==> config.mk <==
export PLATFORM = sky130hd
export DESIGN_NAME = dcec_top
export DESIGN_NICKNAME = d
export VERILOG_FILES = /design/src/shared/dcec_pkg.sv /design/src/verilog/dcec_byte_swap.sv /design/src/verilog/dcec_irq_select.sv /design/src/verilog/dcec_top.sv
export SDC_FILE = /design/constraint.sdc
export NUM_CORES = 1
export LEC_CHECK = 0
export ABC_AREA = 1
export BUFFER_PORTS_ARGS = -buffer_cell sky130_fd_sc_hd__clkbuf_2
export CAP_MARGIN = 20
export CORE_AREA = 2 2 178 180
export DETAILED_ROUTE_END_ITERATION = 6
export DIE_AREA = 0 0 180 182
export SYNTH_ARGS = -nofsm -noshare
export SYNTH_HDL_FRONTEND = slang
export SYNTH_SLANG_ARGS = --single-unit
==> constraint.sdc <==
create_clock -name pclk -period 2.35 [get_ports pclk]
set_input_delay 0.47 -clock pclk [delete_from_list [all_inputs] [get_ports pclk]]
set_output_delay 0.47 -clock pclk [all_outputs]
set_load 0.02 [all_outputs]
==> src/shared/dcec_pkg.sv <==
package dcec_pkg;

  // ----------------------------------------------------------------
  // Register byte offsets
  // ----------------------------------------------------------------
  localparam logic [7:0] CRC_CTRL_OFS = 8'h00;
  localparam logic [7:0] EVT_CTRL_OFS = 8'h04;
  localparam logic [7:0] INT_STAT_OFS = 8'h08;
  localparam logic [7:0] INT_CLR_OFS  = 8'h0C;
  localparam logic [7:0] INT_EN_OFS   = 8'h10;
  localparam logic [7:0] CHAN_OFS     = 8'h14;

  // ----------------------------------------------------------------
  // Field positions
  // ----------------------------------------------------------------
  localparam int BYTE_ORDER_LSB   = 28;
  localparam int WR_ORDER_BIT     = 27;
  localparam int REFLECT_BIT      = 24;
  localparam int POLY_LEN_LSB     = 8;
  localparam int ROUTE_EN_BIT     = 7;
  localparam int APP_BIT          = 6;
  localparam int TYP_BIT          = 5;
  localparam int AIRQ_LSB         = 16;
  localparam int SIRQ_LSB         = 8;
  localparam int FORCE_BIT        = 7;
  localparam int SWAB_BIT         = 6;
  localparam int PAT_ABORT_BIT    = 5;
  localparam int START_IRQ_EN_BIT = 4;
  localparam int ABORT_IRQ_EN_BIT = 3;
  localparam int CHAN_EN_BIT      = 0;
  localparam int BUSY_BIT         = 1;
  localparam int INT_START        = 0;
  localparam int INT_ABORT        = 1;
  localparam int INT_PAT          = 2;
  localparam int INT_W            = 3;

  // ----------------------------------------------------------------
  // Reset values
  // ----------------------------------------------------------------
  localparam logic [7:0] IRQ_NUM_RST = 8'hFF;
  localparam logic [4:0] POLY_LEN_RST = 5'h00;

  // ----------------------------------------------------------------
  // Types
  // ----------------------------------------------------------------
  typedef enum logic [1:0] {
    DCEC_BO_NONE, DCEC_BO_WORD, DCEC_BO_HALF, DCEC_BO_HBYTE
  } dcec_byte_order_e;

  typedef struct packed {
    dcec_byte_order_e crc_byte_order;
    logic             write_byte_order;
    logic             crc_bit_reflect;
    logic [4:0]       poly_length_minus_one;
    logic             checksum_route_enable;
    logic             checksum_append;
    logic             checksum_type;
  } dcec_crc_cfg_s;

  typedef struct packed {
    logic [7:0] abort_irq_number;
    logic [7:0] start_irq_number;
    logic       pattern_abort_enable;
    logic       start_on_irq_enable;
    logic       abort_on_irq_enable;
  } dcec_evt_cfg_s;

  typedef struct packed {
    logic [31:0] data;
    logic        valid;
  } dcec_word_s;

endpackage

==> src/verilog/dcec_byte_swap.sv <==
`timescale 1ns/1ps
`default_nettype none
module dcec_byte_swap
  import dcec_pkg::*;
(
  // Clock and reset.
  input  wire logic             pclk,
  input  wire logic             presetn,
  // Configuration.
  input  wire dcec_crc_cfg_s    cfg,
  // Source word and reordered results.
  input  wire dcec_word_s       src,
  output var  dcec_word_s       crc_word,
  output var  dcec_word_s       dst_word
);

  typedef struct packed {
    dcec_word_s crc;
    dcec_word_s dst;
  } dcec_swap_s;

  dcec_swap_s s_reg;
  dcec_swap_s s_next;

  function automatic logic [31:0] reorder(input logic [31:0] d,
                                          input dcec_byte_order_e o);
    unique case (o)
      DCEC_BO_NONE:  reorder = d;
      DCEC_BO_WORD:  reorder = {d[7:0], d[15:8], d[23:16], d[31:24]};
      DCEC_BO_HALF:  reorder = {d[15:0], d[31:16]};
      DCEC_BO_HBYTE: reorder = {d[23:16], d[31:24], d[7:0], d[15:8]};
    endcase
  endfunction

  always_comb begin
    logic [31:0] sw;
    sw = reorder(src.data, cfg.crc_byte_order);
    s_next.crc.data  = sw;
    s_next.crc.valid = src.valid & cfg.checksum_route_enable;
    s_next.dst.data  = cfg.write_byte_order ? sw : src.data;
    s_next.dst.valid = src.valid;
  end

  always_ff @(posedge pclk or negedge presetn) begin
    if (!presetn) begin
      s_reg <= '0;
    end else begin
      s_reg <= s_next;
    end
  end

  assign crc_word = s_reg.crc;
  assign dst_word = s_reg.dst;
endmodule
`default_nettype wire

==> src/verilog/dcec_irq_select.sv <==
`timescale 1ns/1ps
`default_nettype none
module dcec_irq_select
  import dcec_pkg::*;
(
  // Clock and reset.
  input  wire logic             pclk,
  input  wire logic             presetn,
  // Interrupt lines and selection.
  input  wire logic [255:0]     irq_lines,
  input  wire logic [7:0]       number,
  input  wire logic             enable,
  // Registered trigger.
  output var  logic             hit
);

  typedef struct packed {
    logic hit;
  } dcec_sel_s;

  dcec_sel_s s_reg;
  dcec_sel_s s_next;

  always_comb begin
    s_next.hit = enable & irq_lines[number];
  end

  always_ff @(posedge pclk or negedge presetn) begin
    if (!presetn) begin
      s_reg <= '0;
    end else begin
      s_reg <= s_next;
    end
  end

  assign hit = s_reg.hit;
endmodule
`default_nettype wire

==> src/verilog/dcec_top.sv <==
//
// Function
// - Byte order field picks none, word reverse, half swap or half reverse.
// - Write byte order set sends reordered data to destination, else raw.
// - With write byte order set, append bit cannot be set; no unaligned use.
// - IP header mode checksum goes LSb first when bit reflect is set.
// - LFSR mode CRC is reflected when bit reflect set, else MSb first.
// - Polynomial length field holds length minus one; ignored in IP mode.
// - Route enable sends channel transfers through the CRC unit.
// - Abort IRQ number selects one of 256 interrupts; abort sets flag.
// - Start IRQ number n selects interrupt n as start source.
// - Writing force bit starts a transfer at once if channel enable is set; reads back zero.
// - Writing software abort bit aborts the transfer; reads back zero.
// - Pattern match with enable aborts and clears channel enable.
// - Start on IRQ enable lets the matching interrupt start one cell.
// - Abort on IRQ enable lets the matching interrupt abort transfer.
// - Unimplemented CRC control bits ignore writes and read zero.
//
`timescale 1ns/1ps
`default_nettype none
module dcec_top
  import dcec_pkg::*;
(
  // Clock and reset.
  input  wire logic             pclk,
  input  wire logic             presetn,
  // APB slave.
  input  wire logic             psel,
  input  wire logic             penable,
  input  wire logic             pwrite,
  input  wire logic [7:0]       paddr,
  input  wire logic [31:0]      pwdata,
  output var  logic [31:0]      prdata,
  output var  logic             pready,
  output var  logic             pslverr,
  // Event sources.
  input  wire logic [255:0]     irq_lines,
  input  wire logic             pattern_match,
  input  wire logic             cell_done,
  // Channel control.
  output var  logic             cell_start,
  output var  logic             xfer_abort,
  output var  logic             channel_busy,
  output var  logic             channel_enable,
  output var  logic             irq,
  // CRC configuration and data path.
  output var  dcec_crc_cfg_s    crc_cfg,
  input  wire dcec_word_s       src_word,
  output var  dcec_word_s       crc_word,
  output var  dcec_word_s       dst_word
);

  // ----------------------------------------------------------------
  // State
  // ----------------------------------------------------------------
  typedef enum logic {DCEC_IDLE, DCEC_RUN} dcec_fsm_e;

  typedef struct packed {
    dcec_crc_cfg_s    crc;
    dcec_crc_cfg_s    cfg_out;
    dcec_evt_cfg_s    evt;
    dcec_fsm_e        fsm;
    logic             chan_en;
    logic [INT_W-1:0] int_stat;
    logic [INT_W-1:0] int_en;
    logic             irq;
    logic [31:0]      prdata;
    logic             pready;
    logic             pslverr;
    logic             cell_start;
    logic             xfer_abort;
  } dcec_state_s;

  localparam dcec_evt_cfg_s EVT_RST = '{
    abort_irq_number: IRQ_NUM_RST, start_irq_number: IRQ_NUM_RST,
    default: 1'b0};

  dcec_state_s s_reg;
  dcec_state_s s_next;
  logic        start_hit;
  logic        abort_hit;

  // ----------------------------------------------------------------
  // Submodules
  // ----------------------------------------------------------------
  dcec_irq_select u_start_sel (
    .pclk      (pclk),
    .presetn   (presetn),
    .irq_lines (irq_lines),
    .number    (s_reg.evt.start_irq_number),
    .enable    (s_reg.evt.start_on_irq_enable),
    .hit       (start_hit)
  );

  dcec_irq_select u_abort_sel (
    .pclk      (pclk),
    .presetn   (presetn),
    .irq_lines (irq_lines),
    .number    (s_reg.evt.abort_irq_number),
    .enable    (s_reg.evt.abort_on_irq_enable),
    .hit       (abort_hit)
  );

  dcec_byte_swap u_swap (
    .pclk     (pclk),
    .presetn  (presetn),
    .cfg      (s_reg.crc),
    .src      (src_word),
    .crc_word (crc_word),
    .dst_word (dst_word)
  );

  // ----------------------------------------------------------------
  // Register views
  // ----------------------------------------------------------------
  function automatic logic [31:0] crc_word_of(input dcec_crc_cfg_s c);
    logic [31:0] w;
    w = '0;
    w[BYTE_ORDER_LSB+:2] = c.crc_byte_order;
    w[WR_ORDER_BIT]      = c.write_byte_order;
    w[REFLECT_BIT]       = c.crc_bit_reflect;
    w[POLY_LEN_LSB+:5]   = c.poly_length_minus_one;
    w[ROUTE_EN_BIT]      = c.checksum_route_enable;
    w[APP_BIT]      = c.checksum_append;
    w[TYP_BIT]      = c.checksum_type;
    return w;
  endfunction

  function automatic logic [31:0] evt_word_of(input dcec_evt_cfg_s e);
    logic [31:0] w;
    w = '0;
    w[AIRQ_LSB+:8]  = e.abort_irq_number;
    w[SIRQ_LSB+:8]  = e.start_irq_number;
    w[PAT_ABORT_BIT]    = e.pattern_abort_enable;
    w[START_IRQ_EN_BIT] = e.start_on_irq_enable;
    w[ABORT_IRQ_EN_BIT] = e.abort_on_irq_enable;
    return w;
  endfunction

  // ----------------------------------------------------------------
  // Next state
  // ----------------------------------------------------------------
  always_comb begin
    logic setup;
    logic wr;
    logic force_req;
    logic swab_req;
    logic pat_req;
    logic abort_req;
    logic start_req;
    setup     = psel & ~penable;
    wr        = psel & penable & s_reg.pready & pwrite;
    force_req = wr & (paddr == EVT_CTRL_OFS) & pwdata[FORCE_BIT];
    swab_req  = wr & (paddr == EVT_CTRL_OFS) & pwdata[SWAB_BIT];
    pat_req   = pattern_match & s_reg.evt.pattern_abort_enable;
    abort_req = swab_req | abort_hit | pat_req;
    start_req = (force_req | start_hit) & s_reg.chan_en;
    s_next            = s_reg;
    s_next.pready     = 1'b0;
    s_next.pslverr    = 1'b0;
    s_next.cell_start = 1'b0;
    s_next.xfer_abort = 1'b0;
    if (setup) begin
      s_next.pready = 1'b1;
      s_next.prdata = '0;
      unique case (paddr)
        CRC_CTRL_OFS: s_next.prdata = crc_word_of(s_reg.crc);
        EVT_CTRL_OFS: s_next.prdata = evt_word_of(s_reg.evt);
        INT_STAT_OFS: s_next.prdata[INT_W-1:0] = s_reg.int_stat;
        INT_CLR_OFS:  s_next.prdata = '0;
        INT_EN_OFS:   s_next.prdata[INT_W-1:0] = s_reg.int_en;
        CHAN_OFS: begin
          s_next.prdata[CHAN_EN_BIT] = s_reg.chan_en;
          s_next.prdata[BUSY_BIT] = (s_reg.fsm == DCEC_RUN);
        end
        default: s_next.pslverr = 1'b1;
      endcase
    end
    if (wr) begin
      unique case (paddr)
        CRC_CTRL_OFS: begin
          s_next.crc.crc_byte_order =
            dcec_byte_order_e'(pwdata[BYTE_ORDER_LSB+:2]);
          s_next.crc.write_byte_order      = pwdata[WR_ORDER_BIT];
          s_next.crc.crc_bit_reflect       = pwdata[REFLECT_BIT];
          s_next.crc.poly_length_minus_one = pwdata[POLY_LEN_LSB+:5];
          s_next.crc.checksum_route_enable = pwdata[ROUTE_EN_BIT];
          s_next.crc.checksum_type         = pwdata[TYP_BIT];
          s_next.crc.checksum_append =
            pwdata[APP_BIT] & ~pwdata[WR_ORDER_BIT];
        end
        EVT_CTRL_OFS: begin
          s_next.evt.abort_irq_number     = pwdata[AIRQ_LSB+:8];
          s_next.evt.start_irq_number     = pwdata[SIRQ_LSB+:8];
          s_next.evt.pattern_abort_enable = pwdata[PAT_ABORT_BIT];
          s_next.evt.start_on_irq_enable  = pwdata[START_IRQ_EN_BIT];
          s_next.evt.abort_on_irq_enable  = pwdata[ABORT_IRQ_EN_BIT];
        end
        INT_CLR_OFS: s_next.int_stat = s_reg.int_stat & ~pwdata[INT_W-1:0];
        INT_EN_OFS:  s_next.int_en   = pwdata[INT_W-1:0];
        CHAN_OFS:    s_next.chan_en  = pwdata[CHAN_EN_BIT];
        default: ;
      endcase
    end
    if (abort_req) begin
      s_next.fsm                 = DCEC_IDLE;
      s_next.xfer_abort          = 1'b1;
      s_next.int_stat[INT_ABORT] = 1'b1;
    end else if (start_req) begin
      s_next.fsm                 = DCEC_RUN;
      s_next.cell_start          = 1'b1;
      s_next.int_stat[INT_START] = 1'b1;
    end else if (cell_done) begin
      s_next.fsm = DCEC_IDLE;
    end
    if (pat_req) begin
      s_next.chan_en           = 1'b0;
      s_next.int_stat[INT_PAT] = 1'b1;
    end
    s_next.cfg_out = s_next.crc;
    s_next.cfg_out.crc_bit_reflect = s_next.crc.crc_bit_reflect;
    if (s_next.crc.checksum_type) begin
      s_next.cfg_out.poly_length_minus_one = POLY_LEN_RST;
    end
    s_next.irq = |(s_next.int_stat & s_next.int_en);
  end

  always_ff @(posedge pclk or negedge presetn) begin
    if (!presetn) begin
      s_reg     <= '0;
      s_reg.evt <= EVT_RST;
    end else begin
      s_reg <= s_next;
    end
  end

  // ----------------------------------------------------------------
  // Outputs
  // ----------------------------------------------------------------
  assign prdata         = s_reg.prdata;
  assign pready         = s_reg.pready;
  assign pslverr        = s_reg.pslverr;
  assign cell_start     = s_reg.cell_start;
  assign xfer_abort     = s_reg.xfer_abort;
  assign channel_busy   = (s_reg.fsm == DCEC_RUN);
  assign channel_enable = s_reg.chan_en;
  assign irq            = s_reg.irq;
  assign crc_cfg        = s_reg.cfg_out;
endmodule
`default_nettype wire

# After elaboration in Yosys (flattened, before gate mapping)
# Cells that the tools add are included.
# classes
magnitude_cmp,2
bitwise_logic,21
n_eq_ne,8
muxes,28
n_reduce_logical,10
# op_table
cell,n
one-hot mux 32 bit (4 select lines),1
one-hot mux 27 bit (2 select lines),1
two-way mux 32 bit,1
< comparator 8 x 9 -> 1 bit (second input constant),2
binary-select mux 1 bit (select 8 bit),2
equality test 8 x 4 -> 1 bit (second input constant),2
equality test 8 x 5 -> 1 bit (second input constant),2
two-way mux 8 bit,2
bitwise AND 1 bit,13
two-way mux 1 bit,13
equality test 8 x 3 -> 1 bit (second input constant),1
logical NOT 8 bit,1
two-way mux 7 bit,1
bitwise AND 3 bit,2
two-way mux 3 bit,2
one-hot mux 2 bit (3 select lines),1
AND reduction 2 bit,3
OR reduction 6 bit,1
two-way mux 5 bit,1
equality test 2 bit (second input constant),2
two-way mux 2 bit,2
nonzero test 2 bit,2
NOT 3 bit,1
OR 1 bit,3
other kinds (6),7
# word_totals
ff_bits,147
wordCells,98
out_inout_bits,117

# Depth between registers and ports, before layout
# logic_depth
depth_word,11
depth_mapped,13
mapped_depth_nobuf,11

# Modules after synthesis
# A second synthesis with hierarchy kept.
# hier_totals
hier_cells,1935
hier_area_um2,12115.4
# modules_own_cells
mod,instances,seq_area_each_um2,area_per_inst_um2,cells_each
dcec_irq_select,2,25.0,2657.5,586
dcec_top,1,1946.9,3627.2,368
dcec_byte_swap,1,1651.6,3173.0,395

# Worst setup path before layout
# OpenSTA, ideal clock, no wires.
# synth_timing
path_kind,input to register
start,input paddr[7]
end,register s_reg[82] (netlist name)
required_ns,2.230
path_slack_ns,0.533
setup_ns,0.120
n_path_buf,1
arrival_ns,1.697
cell_stages,10
path_cell_list,or2_4 > nor3_4 > inv_2 > nor2_4 > inv_2 > nor2_8 > inv_2 > buf_6 > o21ai_2 > inv_1
# synth_lines
item,line_no,rtl
"start, declared",dcec_top.sv:31,"input wire logic [7:0] paddr,"
"end signal, assigned",dcec_top.sv:233,s_reg <= s_next;
"end, declared",dcec_top.sv:78,dcec_state_s s_reg;

# Final worst setup path
# layout_timing
start,register s_reg[56] (netlist name)
end,"register u_abort_sel.s_reg, in the netlist u_abort_sel.hit"
# layout_between
elab_chain_len,3
# layout_rtl
item,line_no,rtl
binary-select mux 1 bit (select 8 bit),dcec_irq_select.sv:25,s_next.hit = enable & irq_lines[number];
two-way mux 1 bit (not written as such),dcec_irq_select.sv:25,
bitwise AND 1 bit,dcec_irq_select.sv:25,
net u_abort_sel.s_next,dcec_irq_select.sv:22,dcec_sel_s s_next;
"end signal, assigned",dcec_irq_select.sv:32,s_reg <= s_next;
"end, declared",dcec_irq_select.sv:21,dcec_sel_s s_reg;
# The timed path passes the listed nets, and every way through them passes these cells. The select of a mux whose other input is x is not followed.
# A chain may end at the register's enable or synchronous reset.

==> results.toml <==
[setup_path]
start_kind = "flip-flop"
setup.worst_path.end_class = "flip-flop"
cp_max_fo = 37
critPathKind = "flip-flop to flip-flop"
cp.required_ps = 2660
cp.arrival_ps = 2560

[synthesis]
synth_top_area_share_pct = 28.6
ys.flop_type = "dfrtp_1"
ys_top_cells_by_area = "dfrtp_1 29%, nand2_1 24%, nand3_1 22%"
synthSimpleGateAreaFrac_pct = 48.0
synth_area_per_cell_um2 = 6.17
ys_ff_latch = 145
synth_top_family_by_area = "simple AND/OR/NAND/NOR gates"
synthCells = 1831
netlist_area_mm2 = 0.0113
synth_edf_count = 0
synth_compound_area_share_pct = 8.85
muxShareOfSynthArea_pct = 0.0997
synth.distinct_cells = 37
synthXorXnorAreaFrac_pct = 0
synth_largest_area_cell = "dfrtp_1"
ys_warn_count = 0
synth_fa_ha_area_share_pct = 0
async_reset_ff_share_pct = 100
yosysSeqAreaShare_pct = 32.3

[global_routing]
grt_pass1_wl_um = 78100
gr-usage-all-layers_pct = 30.2
grt.overflow.total = 0
grt_max_degree = 75
grt_pass1_vias = 13733
antenna_found_initial = 11

[job]
drv_cap = 0

[clocking]
h-tree-depth = 4
cts_root_buf = "clkbuf_16"
clkSinkCount = 145
cts_setup_buffers = 0
cts_tree = "yes"
clockBufferDepth = 2
clkLatencyLatePin_ps = 410
path_clk_slew_ps = 60
cts_buffers = 17

[routing]
route.met2.wl_um = 23700
drt-met1-wl_um = 20600
routed_wl_um = 50700
drc = 0
top_layer = "met4"
drt_iter0_drc = 1366
first_pass_iters = 6
vias = 14127
met3WireLength_um = 4880
wl_per_cell_um = 19.5
viasPerCell = 5.44
ant_nets = 0

[final_layout]
fin_nets = 2509
final_core_util_pct = 46.1
area_delta_synth_final_pct = 26.5
final_cells = 2597
design_area_mm2 = 0.0143
layout-drive-gt1-share_pct = 26.0
layout_commonest_cell = "nand2_1"
layout_common_cells = "708 x nand2_1, 495 x nand3_1, 443 x clkbuf_2"

[die]
pin_count = 453
rows = 65
dieArea_mm2 = 0.0328
die_w_um = 180
initial_utilization_pct = 36.5
dieHeight_um = 182
core_mm2 = 0.0310

[placed_design]
place_congestion = 0.913
placed_cells = 2555
port_buffers = 444
placed_cell_area_mm2 = 0.0137
place_hpwl_um = 37200

[pwr]
total_power_mw = 6.08
powerDensity_mw_per_mm2 = 426
ir_drop_v = 0.000355
leakage_nw = 7.50

[sta]
rsz0062_at_grt = "false"
period_share_pct = 95.6
setup_viol = 0
period_needed_ps = 2250
fin_setup_tns_ps = 0
clock.fmax_mhz = 445
slew_headroom_pct = 49.3
skew_ps = 6.60
worstMarginPinSlew_ps = 759
slew_violations = 0
finalHoldViolCount = 0

[run_status]
status = "finished, final reports clean"

[worst_hold_path]
hold_path_class = "input pin to flip-flop"
## stage by stage
stage | hold slack [ps] | worst slack, ps
after CTS | 157 | 91.2
after detailed placement | 335 | 104
final | 171 | 103
after global placement | 327 | 92.9
after global routing | 156 | 2.99
after floorplan | 174 | 533
## layer usage
| metal | track usage (%) | vias to the layer above |
|---|---|---|
| li1 | - | 6709 |
| met2 | 48.6 | 730 |
| met1 | 39.4 | 6605 |
| met3 | 7.20 | 83 |
| met5 | 0 | - |
| met4 | 11.3 | 0 |
## worst paths after layout
check	cells past startpoint	slack [ps]	from	end
max in group asynchronous	3	1210	presetn	s_reg[61]
hold reg to reg	2	470	s_reg[59]	s_reg[59]
setup reg to reg	11	100	s_reg[56]	u_abort_sel.hit
hold / removal	1	170	src_word[0]	u_swap.dst_word[0]
min in group asynchronous	2	460	presetn	u_swap.dst_word[0]
setup / recovery	11	100	s_reg[56]	u_abort_sel.hit
## power by group
group	internal, mW	switching (mW)	total [mW]	leakage, nW
sequential	2.57	0.0283	2.60	1.72
combinational	0.446	0.668	1.11	5.54
clock	1.33	1.04	2.37	0.244
## cell usage after synthesis (3+ instances only)
library cell and instances:
o22ai_1 19, o31ai_1 17, o2111ai_1 9, buf_2 57, dfstp_2 16, buf_1 25, o21ai_0 66, dfrtp_1 129
buf_4 44, o21ai_2 6, nand3_1 495, nand4_1 3, inv_1 68, clkbuf_1 51, nand2_1 708, inv_2 4
clkinv_1 7, a21oi_1 46, nor2_1 37, a221oi_1 4
## cell families (layout without fill, tap and decap cells)
logic type | after synthesis | after routing
buffers and inverters | 257 | 607
other | 1 | 15
AND/OR/NAND/NOR | 1256 | 1256
multiplexers | 1 | 1
flip-flops | 145 | 145
AO/OA/AOI/OAI | 171 | 171
## final cells by class
cell class	count	area (um^2)
fill	3303	16700
tap	402	503
antenna	11	27.5
clock buffer	19	433
timing repair buffer	498	2850
multi-input combinational	1432	6450
sequential	145	3660
clock inverter	11	70.1
inverter	79	302
## repair_timing
item                                   CTS  global route
endpoints found under the hold margin   17             0
setup endpoints to repair                0             1
resized for setup                        0             3
hold buffers                             1             0
## worst max-delay path: stages, from the launching register on
cell     delay [ps]
dfstp_4         660
buf_4           410
nand2_1         100
nand3_1         100
nand3_1         190
nand3_1         140
nand2_1          60
nand2_1          50
nand3_1          60
nand3_1          90
nand3_1          80
a21oi_1         200
(Power assumes the default switching activity.)
